--- config.mk ---
export PLATFORM = sky130hd
export DESIGN_NAME = rla_link_addr
export DESIGN_NICKNAME = d
export VERILOG_FILES = /design/src/rla_link_addr.v
export VERILOG_INCLUDE_DIRS = /design/src
export SDC_FILE = /design/constraint.sdc
export NUM_CORES = 1
export LEC_CHECK = 0
export BUFFER_PORTS_ARGS = -buffer_cell sky130_fd_sc_hd__buf_2
export CORE_ASPECT_RATIO = 1.75
export CORE_MARGIN = 3
export CORE_UTILIZATION = 38
export CTS_BUF_LIST = sky130_fd_sc_hd__clkbuf_8
export DETAILED_ROUTE_END_ITERATION = 6
export GPL_ROUTABILITY_DRIVEN = 0
export GPL_TIMING_DRIVEN = 0
export PLACE_DENSITY = 0.65
export SLEW_MARGIN = 20
export SYNTH_ARGS = -nofsm -noshare
export SYNTH_HDL_FRONTEND = slang
export SYNTH_SLANG_ARGS = --single-unit
--- constraint.sdc ---
create_clock -name clk_i -period 3.9 [get_ports clk_i]
set_input_delay 0.39 -clock clk_i [delete_from_list [all_inputs] [get_ports clk_i]]
set_output_delay 0.39 -clock clk_i [all_outputs]
set_load 0.02 [all_outputs]
--- src/rla_defines.vh ---
`ifndef RLA_DEFINES_VH
`define RLA_DEFINES_VH

// Register byte offsets
`define RLA_OFF_USER_ID     7'h00
`define RLA_OFF_GROUP_ID    7'h04
`define RLA_OFF_EQUIP_ID    7'h08
`define RLA_OFF_DEST_ID     7'h0C
`define RLA_OFF_CHANNEL     7'h10
`define RLA_OFF_CTRL        7'h14
`define RLA_OFF_ROUTE_LEN   7'h18
`define RLA_OFF_STATUS      7'h1C
`define RLA_OFF_ROUTE_BASE  7'h20

// Reset values
`define RLA_RST_USER_ID     16'h0000
`define RLA_RST_GROUP_ID    8'h00
`define RLA_RST_EQUIP_ID    8'h01
`define RLA_RST_DEST_ID     8'h01
`define RLA_RST_CHANNEL     7'h00
`define RLA_RST_ROUTE_LEN   4'h0

// Field positions
`define RLA_CTRL_LVL_BIT    0

// Special identifier values
`define RLA_UID_FORBIDDEN   16'hFFFF
`define RLA_ID_BROADCAST    8'h00
`define RLA_ID_NULL         8'hFF
`define RLA_EID_SPECIAL     8'hFF

// Route list limits
`define RLA_MAX_RELAYS      4'hA
`define RLA_MAX_ROUTE       4'hB

// Transmit variants
`define RLA_VAR_BASIC       2'h1
`define RLA_VAR_RELAY       2'h2
`define RLA_VAR_LEVEL       2'h3

// Output tags
`define RLA_TAG_PLAIN       2'h0
`define RLA_TAG_RELAY       2'h1
`define RLA_TAG_LEVEL       2'h2

`endif

--- src/rla_link_addr.v ---
// Decided for this implementation: the register offsets and the Avalon-MM interface to the registers.
`timescale 1ns/1ns
`include "rla_defines.vh"

module rla_link_addr #(
   parameter MAX_ROUTE = 11
) (
   input  wire        clk_i,
   input  wire        rst_n_i,
   // Avalon-MM slave
   input  wire [6:0]  avs_address_i,
   input  wire        avs_read_i,
   input  wire        avs_write_i,
   input  wire [3:0]  avs_byteenable_i,
   input  wire [31:0] avs_writedata_i,
   output reg  [31:0] avs_readdata_o,
   output reg         avs_waitrequest_o,
   // Transmit command from the user controller
   input  wire        cmd_valid_i,
   input  wire [1:0]  cmd_variant_i,
   input  wire        cmd_ack_req_i,
   input  wire [3:0]  cmd_inline_len_i,
   input  wire [87:0] cmd_inline_route_i,
   output reg         cmd_done_o,
   output reg         cmd_error_o,
   // Outgoing packet header
   output reg         tx_valid_o,
   output reg         tx_relay_o,
   output reg  [1:0]  tx_variant_o,
   output reg         tx_ack_req_o,
   output reg  [15:0] tx_user_id_o,
   output reg  [7:0]  tx_group_id_o,
   output reg  [6:0]  tx_channel_o,
   output reg  [7:0]  tx_src_id_o,
   output reg  [7:0]  tx_dest_id_o,
   output reg  [3:0]  tx_hops_o,
   output reg  [79:0] tx_route_list_o,
   // Received packet header from the demodulator
   input  wire        rx_valid_i,
   input  wire        rx_crc_ok_i,
   input  wire [15:0] rx_user_id_i,
   input  wire [7:0]  rx_group_id_i,
   input  wire [6:0]  rx_channel_i,
   input  wire [7:0]  rx_src_id_i,
   input  wire [7:0]  rx_dest_id_i,
   input  wire [3:0]  rx_hops_i,
   input  wire [79:0] rx_route_list_i,
   input  wire [1:0]  rx_variant_i,
   input  wire        rx_ack_req_i,
   input  wire [7:0]  rx_level_i,
   // Delivery to the user controller
   output reg         dlv_valid_o,
   output reg  [1:0]  dlv_tag_o,
   output reg         dlv_level_en_o,
   output reg  [7:0]  dlv_level_o,
   output reg  [7:0]  dlv_src_id_o,
   // Acknowledge back to the source
   output reg         ack_valid_o,
   output reg  [7:0]  ack_dest_id_o,
   output reg  [7:0]  ack_level_o
);

   // Link parameter registers
   reg [15:0] user_id_q;                // Own user id
   reg [7:0]  group_id_q;               // Own group id
   reg [7:0]  equipment_id_q;           // Own equipment id
   reg [7:0]  destination_id_q;         // Destination for basic sends
   reg [6:0]  channel_q;                // Radio channel
   reg        lvl_en_q;                 // Level prefix for variant two
   reg [3:0]  route_len_q;              // Stored route length, 0 = none
   reg [7:0]  route_list_q [0:MAX_ROUTE-1]; // Stored route entries
   reg [7:0]  acc_cnt_q;                // Delivered packets
   reg [7:0]  dis_cnt_q;                // Discarded packets
   reg [7:0]  rly_cnt_q;                // Relayed packets

   // Bus decode
   // Only the take edge does work; the answer cycle is ignored
   wire       bus_req   = (avs_read_i | avs_write_i) & avs_waitrequest_o;
   wire       bus_wr    = bus_req & avs_write_i;
   wire       rt_hit    = (avs_address_i >= `RLA_OFF_ROUTE_BASE) &&
                          (avs_address_i[6:2] < (5'h08 + MAX_ROUTE[4:0]));
   wire [3:0] rt_idx    = avs_address_i[5:2] - 4'h8;
   wire [31:0] be_mask  = {{8{avs_byteenable_i[3]}}, {8{avs_byteenable_i[2]}},
                           {8{avs_byteenable_i[1]}}, {8{avs_byteenable_i[0]}}};

   // Byte-lane merge of old and new register contents
   // Lanes left disabled keep the old bits
   function [31:0] be_merge;
      input [31:0] old_v;
      input [31:0] new_v;
      input [31:0] mask;
      begin
         be_merge = (old_v & ~mask) | (new_v & mask);
      end
   endfunction

   // Merged candidate values for registers with refused encodings
   // Other registers merge against zero, so they need lane 0
   wire [31:0] uid_new = be_merge({16'h0000, user_id_q}, avs_writedata_i, be_mask);
   wire [31:0] eid_new = be_merge({24'h000000, equipment_id_q}, avs_writedata_i, be_mask);
   wire [31:0] gen_new = be_merge(32'h00000000, avs_writedata_i, be_mask);

   // Route selection for transmit commands
   reg [3:0]  sel_len;                  // Chosen route length
   reg [7:0]  sel_id [0:MAX_ROUTE-1];   // Chosen route entries
   reg [79:0] sel_rest;                 // Entries after the first hop
   integer    i;                        // Route mux index
   integer    j;                        // Reset loop index, kept apart from the mux

   // Inline list wins over the stored route register
   always @* begin
      if (cmd_inline_len_i != 4'h0) begin
         sel_len = cmd_inline_len_i;
         for (i = 0; i < MAX_ROUTE; i = i + 1)
            sel_id[i] = cmd_inline_route_i[i*8 +: 8];
      end else begin
         sel_len = route_len_q;
         for (i = 0; i < MAX_ROUTE; i = i + 1)
            sel_id[i] = route_list_q[i];
      end
      sel_rest = 80'h0;
      for (i = 1; i < MAX_ROUTE; i = i + 1)
         sel_rest[(i-1)*8 +: 8] = sel_id[i];
   end

   // Receive classification
   // Each check is a plain compare of this cycle's header; nothing is
   // kept from earlier packets, so a packet is judged on its own fields
   wire link_ok  = rx_crc_ok_i &
                   (rx_user_id_i == user_id_q) &
                   (rx_group_id_i == group_id_q) &
                   (rx_channel_i == channel_q);
   wire dest_nul = (rx_dest_id_i == `RLA_ID_NULL);
   wire dest_me  = (rx_dest_id_i == equipment_id_q);
   // Special own id of FFh listens to every addressed packet with no hops left
   wire eid_mon  = (equipment_id_q == `RLA_EID_SPECIAL);
   wire dest_bc  = (rx_dest_id_i == `RLA_ID_BROADCAST) &
                   (rx_variant_i == `RLA_VAR_BASIC);
   wire rx_rly   = rx_valid_i & link_ok & ~dest_nul & dest_me &
                   ~eid_mon & (rx_hops_i != 4'h0);
   wire rx_tgt   = rx_valid_i & link_ok & ~dest_nul &
                   (rx_hops_i == 4'h0) & (dest_me | eid_mon | dest_bc);
   wire rx_drop  = rx_valid_i & ~rx_rly & ~rx_tgt;

   // Command length check; a relay in the same cycle defers the command
   wire cmd_multi = (cmd_variant_i != `RLA_VAR_BASIC);
   wire cmd_bad   = cmd_multi & (sel_len > `RLA_MAX_ROUTE);
   // A command still held high while its done or error pulse stands
   // is the same command; taking it again would send it twice
   wire cmd_take  = cmd_valid_i & ~rx_rly & ~cmd_done_o & ~cmd_error_o;

   // Avalon slave and register file
   always @(posedge clk_i) begin
      if (!rst_n_i) begin
         avs_waitrequest_o <= 1'b1;
         avs_readdata_o    <= 32'h00000000;
         user_id_q         <= `RLA_RST_USER_ID;
         group_id_q        <= `RLA_RST_GROUP_ID;
         equipment_id_q    <= `RLA_RST_EQUIP_ID;
         destination_id_q  <= `RLA_RST_DEST_ID;
         channel_q         <= `RLA_RST_CHANNEL;
         lvl_en_q          <= 1'b0;
         route_len_q       <= `RLA_RST_ROUTE_LEN;
         // Stored route cleared so an empty list reads as zeros
         for (j = 0; j < MAX_ROUTE; j = j + 1)
            route_list_q[j] <= 8'h00;
      end else begin
         // One wait cycle, then answer; next request waits again
         avs_waitrequest_o <= ~bus_req;
         if (bus_req) begin
            avs_readdata_o <= 32'h00000000;
            if (avs_read_i) begin
               case (avs_address_i)
                  `RLA_OFF_USER_ID:   avs_readdata_o <= {16'h0000, user_id_q};
                  `RLA_OFF_GROUP_ID:  avs_readdata_o <= {24'h000000, group_id_q};
                  `RLA_OFF_EQUIP_ID:  avs_readdata_o <= {24'h000000, equipment_id_q};
                  `RLA_OFF_DEST_ID:   avs_readdata_o <= {24'h000000, destination_id_q};
                  `RLA_OFF_CHANNEL:   avs_readdata_o <= {25'h0000000, channel_q};
                  `RLA_OFF_CTRL:      avs_readdata_o <= {31'h00000000, lvl_en_q};
                  `RLA_OFF_ROUTE_LEN: avs_readdata_o <= {28'h0000000, route_len_q};
                  `RLA_OFF_STATUS:
                     avs_readdata_o <= {8'h00, rly_cnt_q, dis_cnt_q, acc_cnt_q};
                  default: begin
                     // Route entries, else unmapped reads as zero
                     if (rt_hit)
                        avs_readdata_o <= {24'h000000, route_list_q[rt_idx]};
                  end
               endcase
            end
         end
         // Parameters change freely between transmissions
         if (bus_wr) begin
            case (avs_address_i)
               `RLA_OFF_USER_ID: begin
                  // Forbidden user id is refused, old value kept
                  if (uid_new[15:0] != `RLA_UID_FORBIDDEN)
                     user_id_q <= uid_new[15:0];
               end
               `RLA_OFF_GROUP_ID:  group_id_q <= gen_new[7:0];
               `RLA_OFF_EQUIP_ID: begin
                  // Zero is the broadcast address, not a station id
                  if (eid_new[7:0] != `RLA_ID_BROADCAST)
                     equipment_id_q <= eid_new[7:0];
               end
               `RLA_OFF_DEST_ID:   destination_id_q <= gen_new[7:0];
               `RLA_OFF_CHANNEL:   channel_q <= gen_new[6:0];
               `RLA_OFF_CTRL:      lvl_en_q <= gen_new[`RLA_CTRL_LVL_BIT];
               `RLA_OFF_ROUTE_LEN: begin
                  // Over-long lists are refused outright
                  if (gen_new[3:0] <= `RLA_MAX_ROUTE)
                     route_len_q <= gen_new[3:0];
               end
               default: begin
                  // Route entry; unmapped writes are dropped
                  if (rt_hit)
                     route_list_q[rt_idx] <= gen_new[7:0];
               end
            endcase
         end
      end
   end

   // Event counters, wrap at 255
   // At most one rises per header, since relay, target and drop
   // are mutually exclusive
   always @(posedge clk_i) begin
      if (!rst_n_i) begin
         acc_cnt_q <= 8'h00;
         dis_cnt_q <= 8'h00;
         rly_cnt_q <= 8'h00;
      end else begin
         if (rx_tgt)
            acc_cnt_q <= acc_cnt_q + 8'h01;
         if (rx_drop)
            dis_cnt_q <= dis_cnt_q + 8'h01;
         if (rx_rly)
            rly_cnt_q <= rly_cnt_q + 8'h01;
      end
   end

   // Outgoing header: relay forward has priority over a new command
   // A deferred command simply waits; its valid is still high next cycle
   always @(posedge clk_i) begin
      if (!rst_n_i) begin
         tx_valid_o      <= 1'b0;
         tx_relay_o      <= 1'b0;
         tx_variant_o    <= `RLA_VAR_BASIC;
         tx_ack_req_o    <= 1'b0;
         tx_user_id_o    <= 16'h0000;
         tx_group_id_o   <= 8'h00;
         tx_channel_o    <= 7'h00;
         tx_src_id_o     <= 8'h00;
         tx_dest_id_o    <= 8'h00;
         tx_hops_o       <= 4'h0;
         tx_route_list_o <= 80'h0;
         cmd_done_o      <= 1'b0;
         cmd_error_o     <= 1'b0;
      end else begin
         tx_valid_o  <= 1'b0;
         tx_relay_o  <= 1'b0;
         cmd_done_o  <= 1'b0;
         cmd_error_o <= 1'b0;
         if (rx_rly) begin
            // Header passes straight on; payload is never held here
            tx_valid_o      <= 1'b1;
            tx_relay_o      <= 1'b1;
            tx_variant_o    <= rx_variant_i;
            tx_ack_req_o    <= rx_ack_req_i;
            tx_user_id_o    <= rx_user_id_i;
            tx_group_id_o   <= rx_group_id_i;
            tx_channel_o    <= rx_channel_i;
            tx_src_id_o     <= rx_src_id_i;
            tx_dest_id_o    <= rx_route_list_i[7:0];
            tx_hops_o       <= rx_hops_i - 4'h1;
            tx_route_list_o <= {8'h00, rx_route_list_i[79:8]};
         end else if (cmd_take) begin
            if (cmd_bad) begin
               cmd_error_o <= 1'b1;
            end else begin
               cmd_done_o    <= 1'b1;
               tx_valid_o    <= 1'b1;
               tx_variant_o  <= cmd_variant_i;
               // Basic sends carry no acknowledge request
               tx_ack_req_o  <= cmd_ack_req_i & cmd_multi;
               tx_user_id_o  <= user_id_q;
               tx_group_id_o <= group_id_q;
               tx_channel_o  <= channel_q;
               tx_src_id_o   <= equipment_id_q;
               if (cmd_multi && (sel_len != 4'h0)) begin
                  // First entry is next hop; one entry is the target
                  tx_dest_id_o    <= sel_id[0];
                  tx_hops_o       <= sel_len - 4'h1;
                  tx_route_list_o <= sel_rest;
               end else begin
                  // Destination register, even if FFh or broadcast
                  tx_dest_id_o    <= destination_id_q;
                  tx_hops_o       <= 4'h0;
                  tx_route_list_o <= 80'h0;
               end
            end
         end
      end
   end

   // Level and source are captured even when no prefix is shown,
   // so the user side always sees the header of the last delivery
   // Delivery and acknowledge at the target
   always @(posedge clk_i) begin
      if (!rst_n_i) begin
         dlv_valid_o    <= 1'b0;
         dlv_tag_o      <= `RLA_TAG_PLAIN;
         dlv_level_en_o <= 1'b0;
         dlv_level_o    <= 8'h00;
         dlv_src_id_o   <= 8'h00;
         ack_valid_o    <= 1'b0;
         ack_dest_id_o  <= 8'h00;
         ack_level_o    <= 8'h00;
      end else begin
         dlv_valid_o <= 1'b0;
         ack_valid_o <= 1'b0;
         // Dropped packets leave every output quiet
         if (rx_tgt) begin
            dlv_valid_o  <= 1'b1;
            dlv_level_o  <= rx_level_i;
            dlv_src_id_o <= rx_src_id_i;
            case (rx_variant_i)
               `RLA_VAR_RELAY: begin
                  dlv_tag_o      <= `RLA_TAG_RELAY;
                  dlv_level_en_o <= lvl_en_q;
               end
               `RLA_VAR_LEVEL: begin
                  dlv_tag_o      <= `RLA_TAG_LEVEL;
                  dlv_level_en_o <= 1'b1;
               end
               default: begin
                  dlv_tag_o      <= `RLA_TAG_PLAIN;
                  dlv_level_en_o <= 1'b0;
               end
            endcase
            // Only error-free packets from the multi-hop variants ack
            if (rx_ack_req_i && (rx_variant_i != `RLA_VAR_BASIC)) begin
               ack_valid_o   <= 1'b1;
               ack_dest_id_o <= rx_src_id_i;
               ack_level_o   <= rx_level_i;
            end
         end
      end
   end

endmodule

* Word-level counts from Yosys, hierarchy flattened
Memory sizes are Yosys's and may differ from the RTL's.
Cells that the tools add are included.
** Storage, ports and cells
- Bits in registers :: 284
- Latch bits :: 0
- Bits in writable memories :: 88
- Memory bits (read-only) :: 0
- Output and inout port bits :: 208
- Memories kept :: 1
** Memory list
- route_list_q :: depth 11, bits a word 8, read ports 12, clocked after Yosys merged registers in 0, write ports 11, RTL line rla_link_addr.v:71 : reg [7:0] route_list_q [0:MAX_ROUTE-1];
** Operators by class
- Add/subtract/negate cells :: 6
- $mul :: 0
- Divide/modulo/power cells :: 0
- Magnitude comparators :: 4
- Equality and inequality tests :: 20
- Shifts and indexed selects :: 0
- Multiplexer cells :: 53
- Bitwise gates (word level) :: 39
- Reductions and logical operators :: 26
** Operators with widths (number)
- $mux W72 :: 3
- $pmux W24 S8 :: 1
- $mux W8 :: 12
- $mux W88 :: 1
- $mux W80 :: 1
- $mux W16 :: 3
- $and A16 B16 Y16 :: 2
- $eq A7 B5 Y1 const B :: 4
- $add A8 B1 Y8 const B :: 3
- $mux W24 :: 1
- $mux W4 :: 6
- $mux W7 :: 3
- $and A1 B1 Y1 :: 20
- $mux W1 :: 17
- $eq A16 B16 Y1 :: 1
- $eq A8 B8 Y1 :: 2
- $eq A8 B8 Y1 const B :: 2
- $ne A16 B16 Y1 const B :: 1
- $not A16 Y16 :: 1
- $or A16 B16 Y16 :: 1
- $reduce_and A2 Y1 :: 8
- $eq A7 B4 Y1 const B :: 2
- $reduce_bool A4 Y1 :: 3
- $not A1 Y1 :: 10
- other kinds (29) :: 40

* Longest topological paths before layout
- Word-level depth :: 15
- Depth in mapped cells :: 12
- Gate-level depth less buffers :: 8

* Worst setup path after synthesis
Ideal clock, no wire load.
- Path kind :: input to register
- From :: in cmd_inline_len_i[0]
- To :: reg tx_hops_o[2]
- Library setup time :: 86 ps
- Data arrival time :: 2987 ps
- Data required time :: 3814 ps
- Setup slack :: 827 ps
- Stages :: 12
- Path buffers :: 4
- Cell sequence :: nor4_1 buf_2 clkbuf_1 a21oi_1 ha_1 o311a_1 or2_2 clkbuf_1 clkbuf_1 nor3_1 a21oi_1 a211oi_1
** Between the ends
- Longest elaborated chain between the ends :: 8
- Elaborated cells on any way between the ends :: 13
** Ends and longest elaborated chain
- from (decl) :: RTL line rla_link_addr.v:22 : input wire [3:0] cmd_inline_len_i,
- $reduce_bool A4 Y1 :: RTL line rla_link_addr.v:112 : if (cmd_inline_len_i != 4'h0) begin
- $mux W4 * :: RTL line rla_link_addr.v:112
- branches (longest 6 deep; another with $sub A4 B1 Y4)
- to (signal assigned) :: RTL line rla_link_addr.v:274 : tx_hops_o <= rx_hops_i - 4'h1;
- to (signal assigned) :: RTL line rla_link_addr.v:292 : tx_hops_o <= sel_len - 4'h1;
- to (decl) :: RTL line rla_link_addr.v:36 : output reg [3:0] tx_hops_o,
Mark *: on every way between the ends. The select of a mux whose other input is x is not followed.
A chain may end at the register's enable or synchronous reset.

* Worst setup path after layout
- From :: reg channel_q[1]
- To :: reg tx_dest_id_o[1]
** Between the ends
- Longest elaborated chain between the ends :: 13
- Elaborated cells on any way between the ends :: 15
** Ends and longest elaborated chain
- from (decl) :: RTL line rla_link_addr.v:68 : reg [6:0] channel_q;
- from (signal assigned) :: RTL line rla_link_addr.v:161 : channel_q <= `RLA_RST_CHANNEL;
- from (signal assigned) :: RTL line rla_link_addr.v:206 : `RLA_OFF_CHANNEL: channel_q <= gen_new[6:0];
- $eq A7 B7 Y1 * :: RTL line rla_link_addr.v:132 : (rx_channel_i == channel_q);
- $and A1 B1 Y1 * :: RTL line rla_link_addr.v:131 : (rx_group_id_i == group_id_q) &
- $and A1 B1 Y1 * (4 in series) :: RTL line rla_link_addr.v:139 : wire rx_rly = rx_valid_i & link_ok & ~dest_nul & dest_me &
- $and A1 B1 Y1 * :: RTL line rla_link_addr.v:140 : ~eid_mon & (rx_hops_i != 4'h0);
- $not A1 Y1 :: RTL line rla_link_addr.v:150 : wire cmd_take = cmd_valid_i & ~rx_rly & ~cmd_done_o & ~cmd_error_o;
- $and A1 B1 Y1 (3 in series) :: RTL line rla_link_addr.v:150
- $reduce_bool A2 Y1 (no source line)
- $reduce_and A2 Y1 (no source line)
- to (signal assigned) :: RTL line rla_link_addr.v:273 : tx_dest_id_o <= rx_route_list_i[7:0];
- to (signal assigned) :: RTL line rla_link_addr.v:291 : tx_dest_id_o <= sel_id[0];
- to (signal assigned) :: RTL line rla_link_addr.v:296 : tx_dest_id_o <= destination_id_q;
- to (decl) :: RTL line rla_link_addr.v:35 : output reg [7:0] tx_dest_id_o,
Every way passes the cells marked *; elsewhere a longest branch is shown, timed or not.

==> metrics.md <==
| Metric | Value |
|---|---|
| Status | complete, no violations |
| Top cell by count, worst path | clkbuf_1 |
| Layout cells sized above 1 | between 20 and 25% |
| Fillers | 4502 |
| Antenna viol nets, final | 0 |
| Setup Crit Path Kind | reg2reg |
| Count leader, synth | dfxtp_1 |
| Worst-case clock buffer depth | 3 |
| Synth unique cells | 66 |
| Crit Path Max Fanout | 10 |
| Pre-Repair DR Iteration Count | 6 |
| Setup crit end kind | register |
| Vias | 17800 |
| Yosys warning count | 0 |
| Finished Cell Area | approximately 0.022 mm^2 |
| VDD IR-drop max | around 0.32 mV |
| P&R area growth vs syn | 24.1% |
| Synth async-reset ratio | 0% |
| Most frequent cells after synthesis | dfxtp_1, nor2_1, mux2i_1 |
| Pin count of the biggest net entering global routing | 15 |
| CTS sink cnt | 364 |
| Hold slack final | 0.0337 ns |
| Final Cycle Share | 91.8% |
| Sequential share of power | 49.0% |
| Synth area leader | dfxtp_1 |
| RSZ-0062 raised after global routing | no |
| CP Data Arrival Time | 4.09 ns |
| Delay-heaviest family, CP | simple AND/OR/NAND/NOR gates |
| Mean Syn Cell Area | 9.18 um^2 |
| Row count | 103 |
| Clock network fraction of total power | about two fifths |
| Die height | 291 um |
| Most used DFF post-synth | dfxtp_1 |
| Final nets | 2740 |
| Fin cells | 3073 |
| Initial drt markers | around 1400 |
| TritonCTS clock tree | built |
| Clk root buf | clkbuf_8 |
| R2R Path Start | channel_q[1] |
| Startpoint types | register |
| Slew headroom | a little under a quarter |
| Seq/Total Area, Yosys | 46.0% |
| Synth top area share | 32.3% |
| Critical path origin | channel_q[1] |
| GRT Total Usage | 30.3% |
| Minimum clock period | 3.58 ns |
| Cells along the critical path | xor2_1 -> or4_1 -> nor4_2 -> nand4_1 -> clkbuf_1 -> clkbuf_1 -> a211oi_1 |
| Leak | between 8 and 9 nW |
| Critical-path top delay cell | nor4_2 |
| CTS buffer count | 55 |
| Initial antenna violation count | 14 |
| Buffer and inverter count on the worst path | 2 |
| Pint | ~5.9 mW |
| Drt drc | 0 |
| Psw | 2.29 mW |
| Die Wd | 169 um |
| Switching share of power | 27.9% |
| Max_cap viols | 0 |
| Number of global-route vias before repair | 17800 |
| Final setup viols | 0 |
| HP Start | rx_level_i[5] |
| Worst-path clk slew | 0.07 ns |
| Post-DP HPWL | 61900 um |
| Die ar. | 0.0490 mm^2 |
| Synth area leaders | dfxtp_1, edfxtp_1, mux2i_1 |
| Placed cell count | 2965 |
| Number of enable flip-flop cells after synthesis | 80 |
| Fin. Hold Viols | 0 |
| Layout Skew | 0.0353 ns |
| Dpl cell area | between 0.02 and 0.025 mm^2 |
| Ports | 495 |
| Setup tns final | 0 ns |
| First-pass GRT wire length | 112000 um |
| Fmax | 279 MHz |
| Core area | ~0.045 mm^2 |
| Avg WL per Cell | 25.4 um |
| Remaining global-route overflow | 0 |
| Max stage delay on crit path | 0.59 ns |
| Worst-Skew Late Latency | 0.64 ns |
| CTS H-tree lvls | 2 |
| Setup Fix Bufs, Post-CTS | 0 |
| Crit path required time | between 4 and 5 ns |
| Mapped Area | between 0.015 and 0.02 mm^2 |
| Final Max Tran Viols | 0 |
| Logic gate share of total power | 12.5% |
| Buffers on Ports | 465 |
| Pwr per Cell Area | 376 mW/mm^2 |
| HP Class | in2reg |
| Drt via density | 5.79 |
| Initial core utilization | between 30% and 40% |
| Final WL | 77900 um |
| Worst slew pin tran | 1.14 ns |
| Post-Syn Instances | between 1500 and 2000 |
| Synth Register Bits | 364 |
==> final cells by class <==
type	instances	area (um^2)	area share [%]
Clock buffer	67	922	4.23
Buffer	168	684	3.14
Multi-Input combinational cell	1370	8800	40.3
Inverter	19	71.3	0.327
Sequential cell	364	8090	37.1
Antenna cell	13	32.5	0.149
Timing Repair Buffer	469	2370	10.9
Tap cell	577	722	3.31
Clock inverter	26	140	0.642
==> routing by layer <==
layer | wire (um) | global-route usage [%] | share of wire, % | up-vias
met5 | 27 | 0 | 0.035 | -
met4 | 5920 | 20.0 | 7.6 | 4
met3 | 5650 | 5.54 | 7.3 | 284
met2 | 41200 | 56.3 | 53 | 958
met1 | 25200 | 30.3 | 32 | 8496
li1 | - | - | - | 8054
==> flip-flops by register name, indices dropped and copies added (netlist names), 16 cells and up <==
register         flops
route_list_q        88
tx_route_list_o     80
avs_readdata_o      24
tx_user_id_o        16
user_id_q           16
==> cells in the final DEF, fill, tap and decap left out, types with 80 or more instances in the layout <==
| cell | instances |
|---|---|
| mux2i_1 | 192 |
| buf_2 | 483 |
| nand2_1 | 149 |
| a211oi_1 | 93 |
| nor2_1 | 252 |
| clkbuf_1 | 132 |
| edfxtp_1 | 80 |
| nor3_1 | 90 |
| a21oi_1 | 165 |
| dfxtp_1 | 284 |
==> worst min-delay path, stage by stage <==
cell and delay, ns:
buf_2 0.11, nand4_1 0.06, a21oi_1 0.06
==> final timing paths <==
path | slack (ns) | endpoint | depth (start not counted)
setup reg to reg | 0.32 | tx_dest_id_o[1] | 7
hold / removal | 0.03 | ack_level_o[5] | 3
setup / recovery | 0.32 | tx_dest_id_o[1] | 7
hold reg to reg | 0.46 | tx_group_id_o[1] | 2
==> cells by family after synthesis <==
logic type               count (synthesis)  synth area share (%)
AND/OR/NAND/NOR                        677                  17.7
multiplexers                           220                  14.3
XOR/XNOR                                45                  2.24
AO/OA/AOI/OAI                          414                  15.0
adder cells (fa/ha/maj)                  6                 0.427
flip-flops                             364                  46.0
buffers and inverters                  188                  4.31
other                                    1                0.0213
==> power by group through the flow <==
stage	combinational, mW	sequential, mW	clock, mW
finish	1.03	4.02	3.16
global route	1.10	4.02	3.35
CTS	1.02	4.02	3.20
detailed placement	1.01	4.10	0
global placement	0.994	4.10	0
floorplan	0.488	4.14	0
==> repair_timing <==
action / in CTS / in global routing
setup endpoints to repair: 0 / 84
resized for setup: 0 / 1
hold endpoints to repair: 4 / 0
hold buffers: 3 / 0
==> per-stage QoR <==
step                      worst slack, ns  utilization (%)  total power [mW]
after floorplan                     0.827                -              4.62
after global placement             -0.568             45.5              5.09
after detailed placement           -0.638             45.6              5.11
after CTS                          0.0110             48.0              8.23
after global routing                0.196             48.1              8.47
final                               0.320             48.1              8.21
(Power assumes the default switching activity.)
